==> config.mk <==
export PLATFORM = sky130hd
export DESIGN_NAME = adc_mux_sar_control
export DESIGN_NICKNAME = d
export VERILOG_FILES = /design/src/hdl/adc_ctl_pkg.sv /design/src/hdl/adc_mux_sar_control.sv
export SDC_FILE = /design/constraint.sdc
export NUM_CORES = 1
export LEC_CHECK = 0
export ABC_AREA = 1
export BUFFER_PORTS_ARGS = -buffer_cell sky130_fd_sc_hd__buf_2
export CORE_MARGIN = 2
export CORE_UTILIZATION = 58
export CTS_BUF_LIST = sky130_fd_sc_hd__clkbuf_8
export DETAILED_ROUTE_END_ITERATION = 6
export PLACE_DENSITY = 0.95
export SYNTH_ARGS = -nofsm -noshare
export SYNTH_HDL_FRONTEND = slang
export SYNTH_SLANG_ARGS = --single-unit
export TNS_END_PERCENT = 1
==> constraint.sdc <==
create_clock -name clock -period 3.5 [get_ports clock]
set_clock_uncertainty 0.05 [all_clocks]
set_input_delay 0.7 -clock clock [delete_from_list [all_inputs] [get_ports clock]]
set_output_delay 0.7 -clock clock [all_outputs]
set_load 0.005 [all_outputs]
==> src/hdl/adc_ctl_pkg.sv <==
// Constants and types for the multiplexed successive-approximation converter control
package adc_ctl_pkg;
    // ========================================================================
    // Sizes
    localparam int unsigned RES_BITS = 8;
    localparam int unsigned ADDR_BITS = 4;
    localparam int unsigned CHAN_COUNT = 16;
    // ========================================================================
    // Timing
    localparam int unsigned EOC_LOW_MAX_CYC = 8;
    localparam logic [3:0] BIT_TOP = 4'h7;
    localparam logic [3:0] BIT_ZERO = 4'h0;
    // ========================================================================
    // Reset values and the one-hot channel base
    localparam logic [7:0] RESULT_RST = 8'h00;
    localparam logic [3:0] ADDR_RST = 4'h0;
    localparam logic [15:0] CHAN_OFF = 16'h0000;
    localparam logic [15:0] CHAN_ONE = 16'h0001;
    // Sequencer states, gray along idle -> armed -> trial -> load
    typedef enum logic [1:0] {
        ST_IDLE = 2'b00,
        ST_ARMED = 2'b01,
        ST_TRIAL = 2'b11,
        ST_LOAD = 2'b10
    } seq_state_e;
endpackage : adc_ctl_pkg

==> src/hdl/adc_mux_sar_control.sv <==
// Channel latch, bit-trial sequencer and result latch of the converter
`timescale 1ns/1ps
`default_nettype none
module adc_mux_sar_control
    import adc_ctl_pkg::*;
#(
    parameter int unsigned WIDTH = RES_BITS,
    parameter int unsigned CHANNELS = CHAN_COUNT
) (
    // Clock and reset
    input wire logic clock,
    input wire logic sys_rst,
    // Channel selection
    input wire logic [ADDR_BITS-1:0] chan_addr,
    input wire logic addr_latch,
    input wire logic expansion_on,
    output logic [CHANNELS-1:0] chan_switch_q,
    // Conversion control
    input wire logic conversion_trigger,
    input wire logic comparator_high,
    output logic [WIDTH-1:0] trial_code_q,
    output logic conv_done_q,
    // Result bus, three-state as three signals
    input wire logic output_enable,
    output logic [WIDTH-1:0] data_out_q,
    output logic [WIDTH-1:0] data_oe_q
);
    // ========================================================================
    // Input edge detection
    logic ale_prev_q;
    logic trig_prev_q;
    logic ale_rise;
    logic trig_rise;
    logic trig_fall;
    logic [ADDR_BITS-1:0] addr_q;
    seq_state_e state_q;
    logic [3:0] bit_idx_q;
    logic [WIDTH-1:0] bit_trial_register_q;
    logic loaded_q;

    // One-hot switch pattern for a channel index, shared by the decode and its check
    function automatic logic [CHANNELS-1:0] onehot_chan(input logic [ADDR_BITS-1:0] idx);
        return CHANNELS'(CHAN_ONE) << idx;
    endfunction

    // Inputs are synchronous, so one stage of history is enough for edges
    always_ff @(posedge clock) begin
        if (sys_rst) begin
            ale_prev_q <= 1'b0;
            trig_prev_q <= 1'b0;
        end else begin
            ale_prev_q <= addr_latch;
            trig_prev_q <= conversion_trigger;
        end
    end

    assign ale_rise = addr_latch & ~ale_prev_q;
    assign trig_rise = conversion_trigger & ~trig_prev_q;
    assign trig_fall = ~conversion_trigger & trig_prev_q;

    // ========================================================================
    // Address latch and one-hot channel decode
    always_ff @(posedge clock) begin
        if (sys_rst) begin
            addr_q <= ADDR_RST;
        end else if (ale_rise) begin
            addr_q <= chan_addr;
        end
    end

    // Switches follow latch and expansion a cycle later; expansion low opens all
    always_ff @(posedge clock) begin
        if (sys_rst) begin
            chan_switch_q <= CHAN_OFF;
        end else if (expansion_on) begin
            chan_switch_q <= onehot_chan(addr_q);
        end else begin
            chan_switch_q <= CHAN_OFF;
        end
    end

    // ========================================================================
    // Bit-trial sequencer
    // A rise anywhere restarts, so a running trial is abandoned without a result.
    always_ff @(posedge clock) begin
        if (sys_rst) begin
            state_q <= ST_IDLE;
            bit_idx_q <= BIT_TOP;
            bit_trial_register_q <= RESULT_RST;
        end else if (trig_rise) begin
            state_q <= ST_ARMED;
            bit_idx_q <= BIT_TOP;
            bit_trial_register_q <= RESULT_RST;
        end else begin
            unique case (state_q)
                ST_IDLE: begin
                    state_q <= ST_IDLE;
                end
                ST_ARMED: begin
                    // Wait for the falling edge; holding high does nothing
                    if (trig_fall) begin
                        state_q <= ST_TRIAL;
                        bit_trial_register_q[BIT_TOP[2:0]] <= 1'b1;
                    end
                end
                ST_TRIAL: begin
                    // Keep the trial bit when input is at or above the ladder tap
                    bit_trial_register_q[bit_idx_q[2:0]] <= comparator_high;
                    if (bit_idx_q == BIT_ZERO) begin
                        state_q <= ST_LOAD;
                    end else begin
                        bit_trial_register_q[bit_idx_q[2:0] - 3'd1] <= 1'b1;
                        bit_idx_q <= bit_idx_q - 4'd1;
                    end
                end
                ST_LOAD: begin
                    state_q <= ST_IDLE;
                end
            endcase
        end
    end

    assign trial_code_q = bit_trial_register_q;

    // ========================================================================
    // Output data register, loaded in ST_LOAD one clock before done rises
    // Loading the pin register itself keeps the data a full clock ahead of done,
    // so a reader that latches on the rising done edge never sees the old code.
    always_ff @(posedge clock) begin
        if (sys_rst) begin
            data_out_q <= RESULT_RST;
        end else if (state_q == ST_LOAD && !trig_rise) begin
            data_out_q <= bit_trial_register_q;
        end
    end

    // Marks the clock after the load; an abandoned load never raises done
    always_ff @(posedge clock) begin
        if (sys_rst) begin
            loaded_q <= 1'b0;
        end else begin
            loaded_q <= (state_q == ST_LOAD) && !trig_rise;
        end
    end

    // Done falls one clock after the trigger rise, rises one clock after the load.
    // The clear wins over the set, since a new pulse must always pull done low.
    always_ff @(posedge clock) begin
        if (sys_rst) begin
            conv_done_q <= 1'b0;
        end else if (trig_rise) begin
            conv_done_q <= 1'b0;
        end else if (loaded_q) begin
            conv_done_q <= 1'b1;
        end
    end

    // ========================================================================
    // Output drive enable, the same for every pin
    always_ff @(posedge clock) begin
        if (sys_rst) begin
            data_oe_q <= RESULT_RST;
        end else begin
            data_oe_q <= {WIDTH{output_enable}};
        end
    end

    // ========================================================================
    // Checks
    // Checks that a new pulse may cut short name the trigger rise in their guard.
    property p_done_low;
        @(posedge clock) disable iff (sys_rst)
        trig_rise |-> ##[1:8] !conv_done_q;
    endproperty
    a_done_low: assert property (p_done_low)
        else $error("done not low after trigger");

    property p_clear;
        @(posedge clock) disable iff (sys_rst)
        trig_rise |=> bit_trial_register_q == RESULT_RST;
    endproperty
    a_clear: assert property (p_clear) else $error("trial register not cleared");

    property p_wait_fall;
        @(posedge clock) disable iff (sys_rst)
        (state_q == ST_ARMED && conversion_trigger) |=> state_q != ST_TRIAL;
    endproperty
    a_wait_fall: assert property (p_wait_fall)
        else $error("trial started while high");

    property p_eight;
        @(posedge clock) disable iff (sys_rst || trig_rise)
        (state_q == ST_ARMED && trig_fall) |=> (state_q == ST_TRIAL) [*8] ##1 state_q == ST_LOAD;
    endproperty
    a_eight: assert property (p_eight) else $error("not eight trials");

    property p_load_before_done;
        @(posedge clock) disable iff (sys_rst)
        (state_q == ST_LOAD && !trig_rise)
            |=> (data_out_q == $past(bit_trial_register_q) && !conv_done_q)
            ##1 (conv_done_q || $past(trig_rise));
    endproperty
    a_load_before_done: assert property (p_load_before_done)
        else $error("result late");

    property p_done_hold;
        @(posedge clock) disable iff (sys_rst)
        (conv_done_q && !trig_rise) |=> conv_done_q;
    endproperty
    a_done_hold: assert property (p_done_hold) else $error("done dropped early");

    property p_latch;
        @(posedge clock) disable iff (sys_rst)
        (expansion_on && !ale_rise) ##1 (expansion_on && !ale_rise)
            |=> chan_switch_q == onehot_chan($past(addr_q));
    endproperty
    a_latch: assert property (p_latch) else $error("channel decode wrong");

    property p_off;
        @(posedge clock) disable iff (sys_rst)
        !expansion_on |=> chan_switch_q == CHAN_OFF;
    endproperty
    a_off: assert property (p_off) else $error("switch on while expansion low");

    property p_oe;
        @(posedge clock) disable iff (sys_rst)
        1'b1 |=> data_oe_q == {WIDTH{$past(output_enable)}};
    endproperty
    a_oe: assert property (p_oe) else $error("drive enable wrong");

    property p_restart;
        @(posedge clock) disable iff (sys_rst)
        (state_q == ST_TRIAL && trig_rise) |=> state_q == ST_ARMED && !conv_done_q;
    endproperty
    a_restart: assert property (p_restart) else $error("no restart");

    property p_one_hot;
        @(posedge clock) disable iff (sys_rst)
        expansion_on |=> $onehot(chan_switch_q);
    endproperty
    a_one_hot: assert property (p_one_hot)
        else $error("not exactly one switch on");

    property p_addr_hold;
        @(posedge clock) disable iff (sys_rst)
        !ale_rise |=> addr_q == $past(addr_q);
    endproperty
    a_addr_hold: assert property (p_addr_hold)
        else $error("address moved without strobe");

    property p_data_first;
        @(posedge clock) disable iff (sys_rst)
        $rose(conv_done_q) |-> $stable(data_out_q);
    endproperty
    a_data_first: assert property (p_data_first)
        else $error("data changed with done");

    property p_msb_first;
        @(posedge clock) disable iff (sys_rst)
        (state_q == ST_ARMED && trig_fall) |=> trial_code_q == {1'b1, {(WIDTH-1){1'b0}}};
    endproperty
    a_msb_first: assert property (p_msb_first)
        else $error("first trial not on top bit");

    property p_rise_arms;
        @(posedge clock) disable iff (sys_rst)
        trig_rise |=> state_q == ST_ARMED;
    endproperty
    a_rise_arms: assert property (p_rise_arms)
        else $error("rise did not arm");

    property p_done_quiet;
        @(posedge clock) disable iff (sys_rst)
        (!conv_done_q && !loaded_q) |=> !conv_done_q;
    endproperty
    a_done_quiet: assert property (p_done_quiet)
        else $error("done rose without a result");

    property p_idle_stay;
        @(posedge clock) disable iff (sys_rst)
        (state_q == ST_IDLE && !trig_rise) |=> state_q == ST_IDLE;
    endproperty
    a_idle_stay: assert property (p_idle_stay)
        else $error("left idle without trigger");

    property p_bit_step;
        @(posedge clock) disable iff (sys_rst)
        (state_q == ST_TRIAL && !trig_rise && bit_idx_q != BIT_ZERO)
            |=> state_q == ST_TRIAL && bit_idx_q == $past(bit_idx_q) - 4'd1;
    endproperty
    a_bit_step: assert property (p_bit_step)
        else $error("trial bit skipped");
endmodule // adc_mux_sar_control
`default_nettype wire
* Word level (Yosys, flattened, before mapping)
Index checks and enable logic that the tools add are counted.
** Storage, ports and cells
- Word-level logic and storage cells :: 62
- Bits of input ports :: 11
- Output and inout port bits :: 41
- Bits in registers :: 47
** Operators by class
- Equal/unequal tests :: 7
- Reductions and logical operators :: 14
- $lt $le $gt $ge :: 4
- Add/sub/neg operators :: 2
- Shift operators :: 1
- Mux-type cells :: 12
- Bitwise gates (word level) :: 9
** Operator list (number)
- << shifter 1 x 4 -> 16 bit, first input constant :: 1
- bitwise mux 8 bit :: 1
- less-than comparator 3 x 4 -> 1 bit, second input constant :: 2
- two-way mux 8 bit :: 1
- OR 8 bit :: 1
- AND reduction 2 bit :: 4
- demux 1 bit (select 3 bit) :: 2
- greater-or-equal comparator 3 x 1 -> 1 bit, second input constant :: 2
- inequality test 3 bit, second input constant :: 2
- case mux 2 bit (3 select lines) :: 1
- OR reduction 2 bit :: 3
- inverter 1 bit :: 5
- == test 2 bit, second input constant :: 2
- logical NOT 4 bit :: 1
- two-way mux 1 bit :: 4
- two-way mux 2 bit :: 2
- inequality test 2 bit, second input constant :: 2
- subtractor 4 x 1 -> 4 bit, second input constant :: 1
- bitwise AND 1 bit :: 3
- logical AND 1 bit :: 3
- subtractor 3 x 1 -> 3 bit, second input constant :: 1
- == test 2 x 1 -> 1 bit, second input constant :: 1
- logical NOT 2 bit :: 1
- case mux 1 bit (2 select lines) :: 1
- 2 further kinds :: 2

* Depth between registers and ports, before layout
Gate-level depths: netlist of run 1.
- Depth in word-level cells :: 8
- Depth in mapped cells :: 10
- Mapped depth without buffers :: 9

* Worst setup path after synthesis of run 1
OpenSTA, ideal clock, no wires.
- Path type :: input port to flip-flop
- Start :: input conversion_trigger
- End :: register data_out_q[0]
- Arrival :: 1.349 ns
- Stages on the path :: 5
- Setup time :: 0.116 ns
- Setup slack :: 1.986 ns
- Path buffers :: 0
- Path through :: ha_1 -> nor2_1 -> nand2_2 -> o21ai_0 -> nor2_1
** On the way
- Cells in the longest elaborated chain, start to end :: 3
** RTL lines
- start: declaration :: line adc_mux_sar_control.sv:19 : input wire logic conversion_trigger,
- bitwise AND 1 bit :: line adc_mux_sar_control.sv:58 : assign trig_rise = conversion_trigger & ~trig_prev_q;
- logical NOT 1 bit :: line adc_mux_sar_control.sv:132 : end else if (state_q == ST_LOAD && !trig_rise) begin
- logical AND 1 bit :: line adc_mux_sar_control.sv:132
- end signal: assignment :: line adc_mux_sar_control.sv:133 : data_out_q <= bit_trial_register_q;
- end: declaration :: line adc_mux_sar_control.sv:25 : output logic [WIDTH-1:0] data_out_q,
No other way between the ends.
A chain may end at the register's enable or synchronous reset.

* Final worst setup path of run 1
- Start :: input conversion_trigger
- End :: register bit_idx_q[1]
** On the way
- Cells in the longest elaborated chain, start to end :: 2
** RTL lines
- bitwise AND 1 bit :: line adc_mux_sar_control.sv:58
- OR reduction 2 bit (no line)
- end signal: assignment :: line adc_mux_sar_control.sv:113 : bit_idx_q <= bit_idx_q - 4'd1;
- end: declaration :: line adc_mux_sar_control.sv:37 : logic [3:0] bit_idx_q;
No other way between the ends.

==> results of run 1 <==
cell usage after synthesis (2+ instances only):
cell | instances | area share
inv_2 | 5 | 0.0098
nand2_2 | 5 | 0.016
o21ai_1 | 2 | 0.0052
nand2_1 | 17 | 0.033
nand2_4 | 2 | 0.012
buf_6 | 4 | 0.024
buf_4 | 8 | 0.031
o21ai_0 | 19 | 0.050
inv_1 | 13 | 0.025
nand4_1 | 6 | 0.020
nor2_1 | 65 | 0.13
nand3_1 | 30 | 0.078
dfxtp_1 | 47 | 0.49
ha_1 | 3 | 0.020
a21oi_1 | 6 | 0.016
tightest hold or removal path, delay by kind of cell (launching register included):
family	cells	cell delay, ns
and+or+nand+nor	2	0.14
DFF	1	0.31
metal layers:
layer / global-route usage / wire (µm)
met1: 0.306 / 1780
met2: 0.421 / 2040
met3: 0.0651 / 324
met4: 0.131 / 97
met5: 0 / 0
cell type report:
type	count	area [µm²]
clock buffers	6	82.6
clock inverters	2	38.8
fillers	268	875
inverters	19	72.6
multi-input cells	163	783
flip-flops and latches	47	941
well taps	44	55.1
repair buffers	51	255
power by group:
part           internal, µW  total [µW]  leakage [µW]  switching [µW]
clock network           235         416     0.0000618             181
registers               544         552      0.000381            7.69
logic                  19.4        52.7      0.000577            33.3
total                   798        1020       0.00102             222
worst paths after layout:
| kind | endpoint | slack (ns) | cells past startpoint | start |
|---|---|---|---|---|
| setup reg to reg | trial_code_q[1] | 1.72 | 8 | bit_idx_q[0] |
| hold / removal | conv_done_q | 0.44 | 2 | loaded_q |
| hold reg to reg | conv_done_q | 0.44 | 2 | loaded_q |
| setup / recovery | bit_idx_q[1] | 1.67 | 6 | conversion_trigger |
cells in the final DEF, fill, tap and decap left out:
cell / count
a21oi_1: 6
buf_2: 51
bufinv_16: 1
clkbuf_8: 6
clkinv_2: 1
dfxtp_1: 47
ha_1: 3
inv_1: 13
inv_2: 5
inv_6: 1
nand2_1: 17
nand2_2: 5
nand2_4: 2
nand3_1: 30
nand3_2: 1
nand4_1: 6
nor2_1: 65
nor2_2: 1
nor2_4: 1
nor3_1: 1
nor3b_1: 1
o211ai_1: 1
o21a_1: 1
o21ai_0: 19
o21ai_1: 2
or2_0: 1
cells by family after synthesis:
logic type,count (synthesis)
buffers and inverters,34
flip-flops,47
AND/OR/NAND/NOR,131
adder cells (fa/ha/maj),3
AO/OA/AOI/OAI,29
sequential cells by signal, indices dropped and copies added (netlist names):
name           flops
conv_done_q        1
trial_code_q       8
data_out_q         8
addr_q             4
trig_prev_q        1
loaded_q           1
bit_idx_q          4
ale_prev_q         1
state_q            2
chan_switch_q     16
data_oe_q          1
metrics by stage:
step | hold WS, ns | worst slack, ns | total power, µW | instances | utilization
final | 0.439 | 1.67 | 1020 | 332 | 0.718
after global routing | 0.461 | 1.41 | 1070 | 332 | 0.718
after CTS | 0.442 | 1.66 | 1030 | 332 | 0.718
after detailed placement | 0.417 | 1.32 | 615 | 324 | 0.679
after global placement | 0.395 | 1.38 | 612 | 324 | 0.679
after floorplan | 0.375 | 1.99 | 600 | 244 | -
==> qor.yml, run 1 <==
setup_path:
  crit_chain: "buf_2 > ha_1 > nor2_1 > inv_1 > a21oi_1 > o21ai_0"
  crit_slowest_cell: "nor2_1"
  crit_type: "input port to register"
  max_stage_delay_ns: 0.53
  critical-path-top-delay-family: "simple AND/OR/NAND/NOR gates"
  end_kind: "register"
  critPathMaxFanout: 11
  worst-path-buf-inv: 2
  cp-start-kind: "input port"
  cp_data_required_time_ns: 3.64
  arrival_ns: 1.97
grt:
  grt_pass1_wl_um: 7070
  track_usage: 0.255
  grt_pass1_vias: 1594
  grt_antenna_before_repair: 0
  grt_overflow: 0
  grt_max_degree: 18
clocking:
  cts-root-buf: "clkbuf_8"
  cts_tree: "yes"
  cts_setup_buffers: 0
  path_clk_slew_ns: 0.08
  cts_hold_buf: 0
  cts_sinks: 47
  ctsResizeCount: 0
  clock_path_buffers: 2
  htreeDepth: 2
  clk_latency_ns: 0.30
  numCtsBuffers: 5
route:
  wl_um: 4240
  wire_per_inst_um: 12.8
  vias_per_cell: 5.32
  drc: 0
  ant_nets: 0
  vias: 1766
  drt_iter0_markers: 102
  dr.pass1.iters: 5
sta:
  hold_viol: 0
  slew_viol_final: 0
  period_share: 0.523
  setup_violations: 0
  relSlewSlack: 0.552
  fmax_ghz: 0.546
  period_needed_ns: 1.83
  tightest_slew_ns: 0.669
  grt_setup_unrepaired: "false"
  setup_tns_ns: 0
cells_and_area:
  stdcell_area_um2: 2230
  n_antenna_cell: 0
  layout.nets: 301
  drive_gt1_frac: 0.260
  area_growth_pct: 16.3
logic_synthesis:
  synth_xor_area_frac: 0
  ys_types: 27
  syn-cell-area_um2: 1920
  synth_simple_gate_area_share: 0.311
  syn_nets: 258
  synthFlopType: "dfxtp_1"
  syn_area_per_cell_um2: 7.85
  synth-edff-count: 0
  synthMuxAreaShare: 0
  synth_adder_area_share: 0.0196
  async_reset_ff_frac: 0
  ys_warn_count: 0
  synth_compound_area_frac: 0.0784
  synth_top_family_by_area: "simple AND/OR/NAND/NOR gates"
  syn_inst: 244
  ys_ff_latch: 47
  ys_seq_area_frac: 0.491
power_and_ir_drop:
  ir_worst_vdd_mv: 0.204
  power_density_nw_per_um2: 458
  p_leak_uw: 0.00102
die:
  die_h_um: 61.5
  num_rows: 20
  die_area_um2: 3780
  core_um2: 3100
  io_pins: 52
  initial_core_util: 0.617
  die_w_um: 61.5
placement:
  gp_congestion: 0.875
  numPortBuffers: 51
  post-dp-hpwl_um: 2990
  place_area_um2: 2110
run_status:
  status: "finished clean"
min_path:
  hold_class: "register to register"
run:
  cap_viol_max_count: 0
Power figures use the tool's default switching activity.
==> run 2, diff against run 1 <==
--- a/config.mk
+++ b/config.mk
@@ -8,10 +8,10 @@
 export ABC_AREA = 1
 export BUFFER_PORTS_ARGS = -buffer_cell sky130_fd_sc_hd__buf_2
 export CORE_MARGIN = 2
-export CORE_UTILIZATION = 58
+export CORE_UTILIZATION = 54
 export CTS_BUF_LIST = sky130_fd_sc_hd__clkbuf_8
 export DETAILED_ROUTE_END_ITERATION = 6
-export PLACE_DENSITY = 0.95
+export PLACE_DENSITY = 0.92
 export SYNTH_ARGS = -nofsm -noshare
 export SYNTH_HDL_FRONTEND = slang
 export SYNTH_SLANG_ARGS = --single-unit
==> constraint.sdc (replaced) <==
create_clock -name clock -period 1.87 [get_ports clock]
set_clock_uncertainty 0.05 [all_clocks]
set_input_delay 0.374 -clock clock [delete_from_list [all_inputs] [get_ports clock]]
set_output_delay 0.374 -clock clock [all_outputs]
set_load 0.005 [all_outputs]
==> run 2 against run 1 <==
  * Power is 95% higher
  * Final area is 2.0% higher
  * Hold slack worse by 0.21 ns
  * Highest routed layer unchanged
  * Clock power is 110% higher
  * Non-clock buffer count is 4 higher
  * First-iteration DRC count is 28% lower
  * Largest cell class unchanged
  * Sequential power is 87% higher
  * Combinational power is 86% higher
  * Register-to-register slack worse by 1.5 ns
==> qor.yml, run 2 (synthesis gave the netlist of run 1 again) <==
run_status:
  status: "finished clean"
clocking:
  cts_sinks: 47
  cts-root-buf: "clkbuf_8"
  ctsResizeCount: 0
  numCtsBuffers: 5
  cts_setup_buffers: 0
  clk_latency_ns: 0.30
  cts_tree: "yes"
  cts_hold_buf: 0
  htreeDepth: 2
  clock_path_buffers: 2
  path_clk_slew_ns: 0.08
die:
  die_w_um: 63.6
  die_h_um: 63.6
  die_area_um2: 4040
  io_pins: 52
  num_rows: 21
  core_um2: 3360
  initial_core_util: 0.570
cells_and_area:
  multi_input_area_um2: 783
  layout.cells.most_common: "nor2_1"
  fillCellCount: 279
  drive_gt1_frac: 0.267
  fin_util: 0.676
  largest-register: "chan_switch_q"
  n_antenna_cell: 0
  seq_area_um2: 941
  layout_common_cells: "65 x nor2_1, 51 x buf_2, 47 x dfxtp_1, 30 x nand3_1, 19 x o21ai_0"
  area_growth_pct: 18.6
  layout.nets: 305
  largest_reg_flops: 16
sta:
  hold_viol: 0
  period_share: 0.887
  fmax_ghz: 0.603
  setup_tns_ns: 0
  relSlewSlack: 0.708
  period_needed_ns: 1.66
  slew_viol_final: 0
  grt_setup_unrepaired: "false"
  tightest_slew_ns: 0.438
  whs_ns: 0.229
  setup_violations: 0
setup_path:
  ff2ff_setup_slack_ns: 0.21
  rr_endpoint: "trial_code_q[2]"
  crit_type: "register to register"
  endpoint: "trial_code_q[2]"
  end_kind: "register"
  r2r.worst_path.cells: 7
  arrival_ns: 1.80
  cp-start-kind: "register"
  worstReg2RegStart: "bit_idx_q[1]"
  timing.critical_path.from: "bit_idx_q[1]"
  cp_data_required_time_ns: 2.02
  critPathMaxFanout: 11
power_and_ir_drop:
  p_clk_frac: 0.431
  swShare: 0.201
  combPwrFrac: 0.049
  seqPwrFrac: 0.519
  p_leak_uw: 0.00105
  p_switching_uw: 400
  intPower_uw: 1590
  ir_worst_vdd_mv: 0.469
  power_density_nw_per_um2: 874
grt:
  grt_max_degree: 18
  grt_pass1_vias: 1634
  grt_pass1_wl_um: 6720
  grt_overflow: 0
  grt_antenna_before_repair: 0
  track_usage: 0.212
placement:
  gp_congestion: 0.898
  post-dp-hpwl_um: 2840
  numPortBuffers: 51
route:
  vias: 1738
  ant_nets: 0
  wire_per_inst_um: 11.2
  dr.pass1.iters: 4
  drc: 0
  vias_per_cell: 5.14
  drt_iter0_markers: 73
  wl_um: 3790
run:
  cap_viol_max_count: 0
min_path:
  hold_class: "input port to register"
[run 2: layout make-up]
cell class | instances | area share
clock buffer | 5 | 0.0303
clock inverter | 3 | 0.0281
inverter | 19 | 0.0319
multi-input combinational | 163 | 0.345
sequential | 47 | 0.414
tap | 46 | 0.0253
timing repair buffer | 55 | 0.126
[run 2: worst min-delay path by stage]
stage | start | to | slack (ns) | cells past startpoint
floorplan | loaded_q | conv_done_q | 0.38 | 2
CTS | output_enable | data_oe_q[0] | 0.22 | 3
global route | output_enable | data_oe_q[0] | 0.21 | 3
global placement | addr_q[3] | addr_q[3] | 0.40 | 2
finish | output_enable | data_oe_q[0] | 0.23 | 3
detailed placement | loaded_q | conv_done_q | 0.42 | 2
[run 2: power by group through the flow]
| stage | combinational (µW) | clock, µW | sequential, µW |
|---|---|---|---|
| after floorplan | 68.7 | 0 | 1050 |
| after global placement | 95.2 | 0 | 1050 |
| after detailed placement | 98.1 | 0 | 1050 |
| after CTS | 98.5 | 870 | 1030 |
| after global routing | 113 | 920 | 1030 |
| final | 98.2 | 857 | 1030 |
[run 2: critical path: stages, from the launching register on]
cell and delay, ns:
dfxtp_1 0.60, inv_2 0.12, ha_1 0.37, inv_1 0.08
nand3_1 0.12, nor2_1 0.05, nor2_1 0.12, nor2_1 0.05
[run 2: layer usage]
layer	up-vias	track usage	routed length, µm
met5	-	0	0
met4	0	0.106	59
met3	7	0.0679	279
met2	66	0.374	1870
met1	789	0.227	1590
li1	876	-	-
[run 2: through the flow]
stage	total power [µW]	setup WS [ns]	instances	instance area (µm²)
2_1_floorplan	1120	0.505	244	1920
3_3_place_gp	1150	0.288	330	2140
3_5_place_dp	1150	0.268	330	2140
4_1_cts	2000	0.235	338	2270
5_1_grt	2070	0.0333	338	2270
6_report	1990	0.212	338	2270
==> run 3, diff against run 2 <==
--- a/config.mk
+++ b/config.mk
@@ -7,11 +7,13 @@
 export LEC_CHECK = 0
 export ABC_AREA = 1
 export BUFFER_PORTS_ARGS = -buffer_cell sky130_fd_sc_hd__buf_2
+export CAP_MARGIN = 20
 export CORE_MARGIN = 2
 export CORE_UTILIZATION = 54
 export CTS_BUF_LIST = sky130_fd_sc_hd__clkbuf_8
 export DETAILED_ROUTE_END_ITERATION = 6
 export PLACE_DENSITY = 0.92
+export RECOVER_POWER = 25
 export SYNTH_ARGS = -nofsm -noshare
 export SYNTH_HDL_FRONTEND = slang
 export SYNTH_SLANG_ARGS = --single-unit
==> run 3 against run 2 <==
  * Via count hardly changed
  * Setup slack stayed put
  * Sequential power about the same
  * Maximum frequency did not move
  * Critical path type unchanged
==> qor.yml, run 3 (synthesis gave the netlist of run 1 again) <==
setup_path:
  r2r.worst_path.cells: 7
  cp-start-kind: "register"
  arrival_ns: 1.80
  crit_chain: "inv_2 > ha_1 > inv_1 > nand3_1 > nor2_1 > nor2_1 > nor2_1"
  end_kind: "register"
  cp_data_required_time_ns: 2.02
  crit_slowest_cell: "dfxtp_1"
  crit_type: "register to register"
  critPathMaxFanout: 11
  max_stage_delay_ns: 0.60
  ff2ff_setup_slack_ns: 0.21
  crit_top_cell: "nor2_1"
power_and_ir_drop:
  ir_worst_vdd_mv: 0.469
  power_density_nw_per_um2: 874
  p_leak_uw: 0.00104
  power_uw: 1990
cells_and_area:
  largest_reg_flops: 16
  area_growth_pct: 18.6
  n_antenna_cell: 0
  final_cells: 338
  largest-register: "chan_switch_q"
  fin_util: 0.675
  layout.cells.most_common: "nor2_1"
  fillCellCount: 280
  drive_gt1_frac: 0.264
  stdcell_area_um2: 2270
  layout.nets: 305
  layout_common_cells: "65 x nor2_1, 50 x buf_2, 47 x dfxtp_1, 30 x nand3_1, 19 x o21ai_0"
sta:
  grt_setup_unrepaired: "false"
  period_needed_ns: 1.66
  slew_viol_final: 0
  period_share: 0.887
  hold_viol: 0
  relSlewSlack: 0.708
  setup_violations: 0
  fmax_ghz: 0.603
  setup_tns_ns: 0
  tightest_slew_ns: 0.438
die:
  io_pins: 52
  die_h_um: 63.6
  initial_core_util: 0.570
  core_um2: 3360
  die_w_um: 63.6
  num_rows: 21
  die_area_um2: 4040
min_path:
  hold_class: "input port to register"
  holdPathStages: 3
placement:
  dpl.cell_count: 330
  numPortBuffers: 51
  post-dp-hpwl_um: 2840
  place_area_um2: 2140
  gp_congestion: 0.898
grt:
  grt_max_degree: 18
  grt_antenna_before_repair: 0
  track_usage: 0.212
  grt_overflow: 0
  grt_pass1_vias: 1634
  grt_pass1_wl_um: 6720
route:
  vias_per_cell: 5.14
  dr.pass1.iters: 4
  ant_nets: 0
  drt_iter0_markers: 73
  drc: 0
  wire_per_inst_um: 11.2
  wl_um: 3790
  vias: 1737
clocking:
  cts_hold_buf: 0
  clk_latency_ns: 0.30
  clock_path_buffers: 2
  htreeDepth: 2
  path_clk_slew_ns: 0.08
  cts_setup_buffers: 0
  cts-root-buf: "clkbuf_8"
  cts_tree: "yes"
  ctsResizeCount: 0
  numCtsBuffers: 5
  cts_sinks: 47
run:
  cap_viol_max_count: 0
run_status:
  status: "finished clean"
[run 3: cell count changes in the layout (fill, tap and decap cells not counted)]
cell,change
buf_2,-1
clkbuf_1,+1
[run 3: where the power goes]
part | switching (µW) | internal [µW] | total [µW]
Sequential | 12.9 | 1020 | 1030
Clock | 328 | 528 | 857
Combinational | 58.9 | 39.0 | 97.9
Total | 400 | 1590 | 1990
[run 3: worst max-delay path: cells and delay by family, from the launching register on]
family,cells,cell delay [ns]
AND/OR/NAND/NOR,4,0.34
adder cells (fa/ha/maj),1,0.37
flip-flops,1,0.60
buffers and inverters,2,0.20
[run 3: layout make-up]
type / count / area, µm² / area share
Multi-Input combinational cell: 163 / 783 / 0.345
Sequential cell: 47 / 941 / 0.414
Clock buffer: 5 / 68.8 / 0.0303
Tap cell: 46 / 57.6 / 0.0253
Clock inverter: 3 / 63.8 / 0.0281
Timing Repair Buffer: 55 / 284 / 0.125
Inverter: 19 / 72.6 / 0.0320
[run 3: routing by layer]
| metal | routed length, µm | track usage | vias up |
|---|---|---|---|
| met5 | 0 | 0 | - |
| met4 | 59 | 0.106 | 0 |
| met3 | 279 | 0.0679 | 7 |
| met2 | 1860 | 0.374 | 66 |
| met1 | 1590 | 0.227 | 788 |
| li1 | - | - | 876 |
[run 3: worst paths after layout]
kind                 start              end
max reg2reg   bit_idx_q[1]  trial_code_q[2]
min reg2reg       loaded_q      conv_done_q
min          output_enable     data_oe_q[0]
max           bit_idx_q[1]  trial_code_q[2]
[run 3: per-stage QoR]
step	worst slack [ns]	hold WS, ns
global route	0.0333	0.214
global placement	0.288	0.400
CTS	0.235	0.216
floorplan	0.505	0.375
detailed placement	0.268	0.416
finish	0.212	0.229
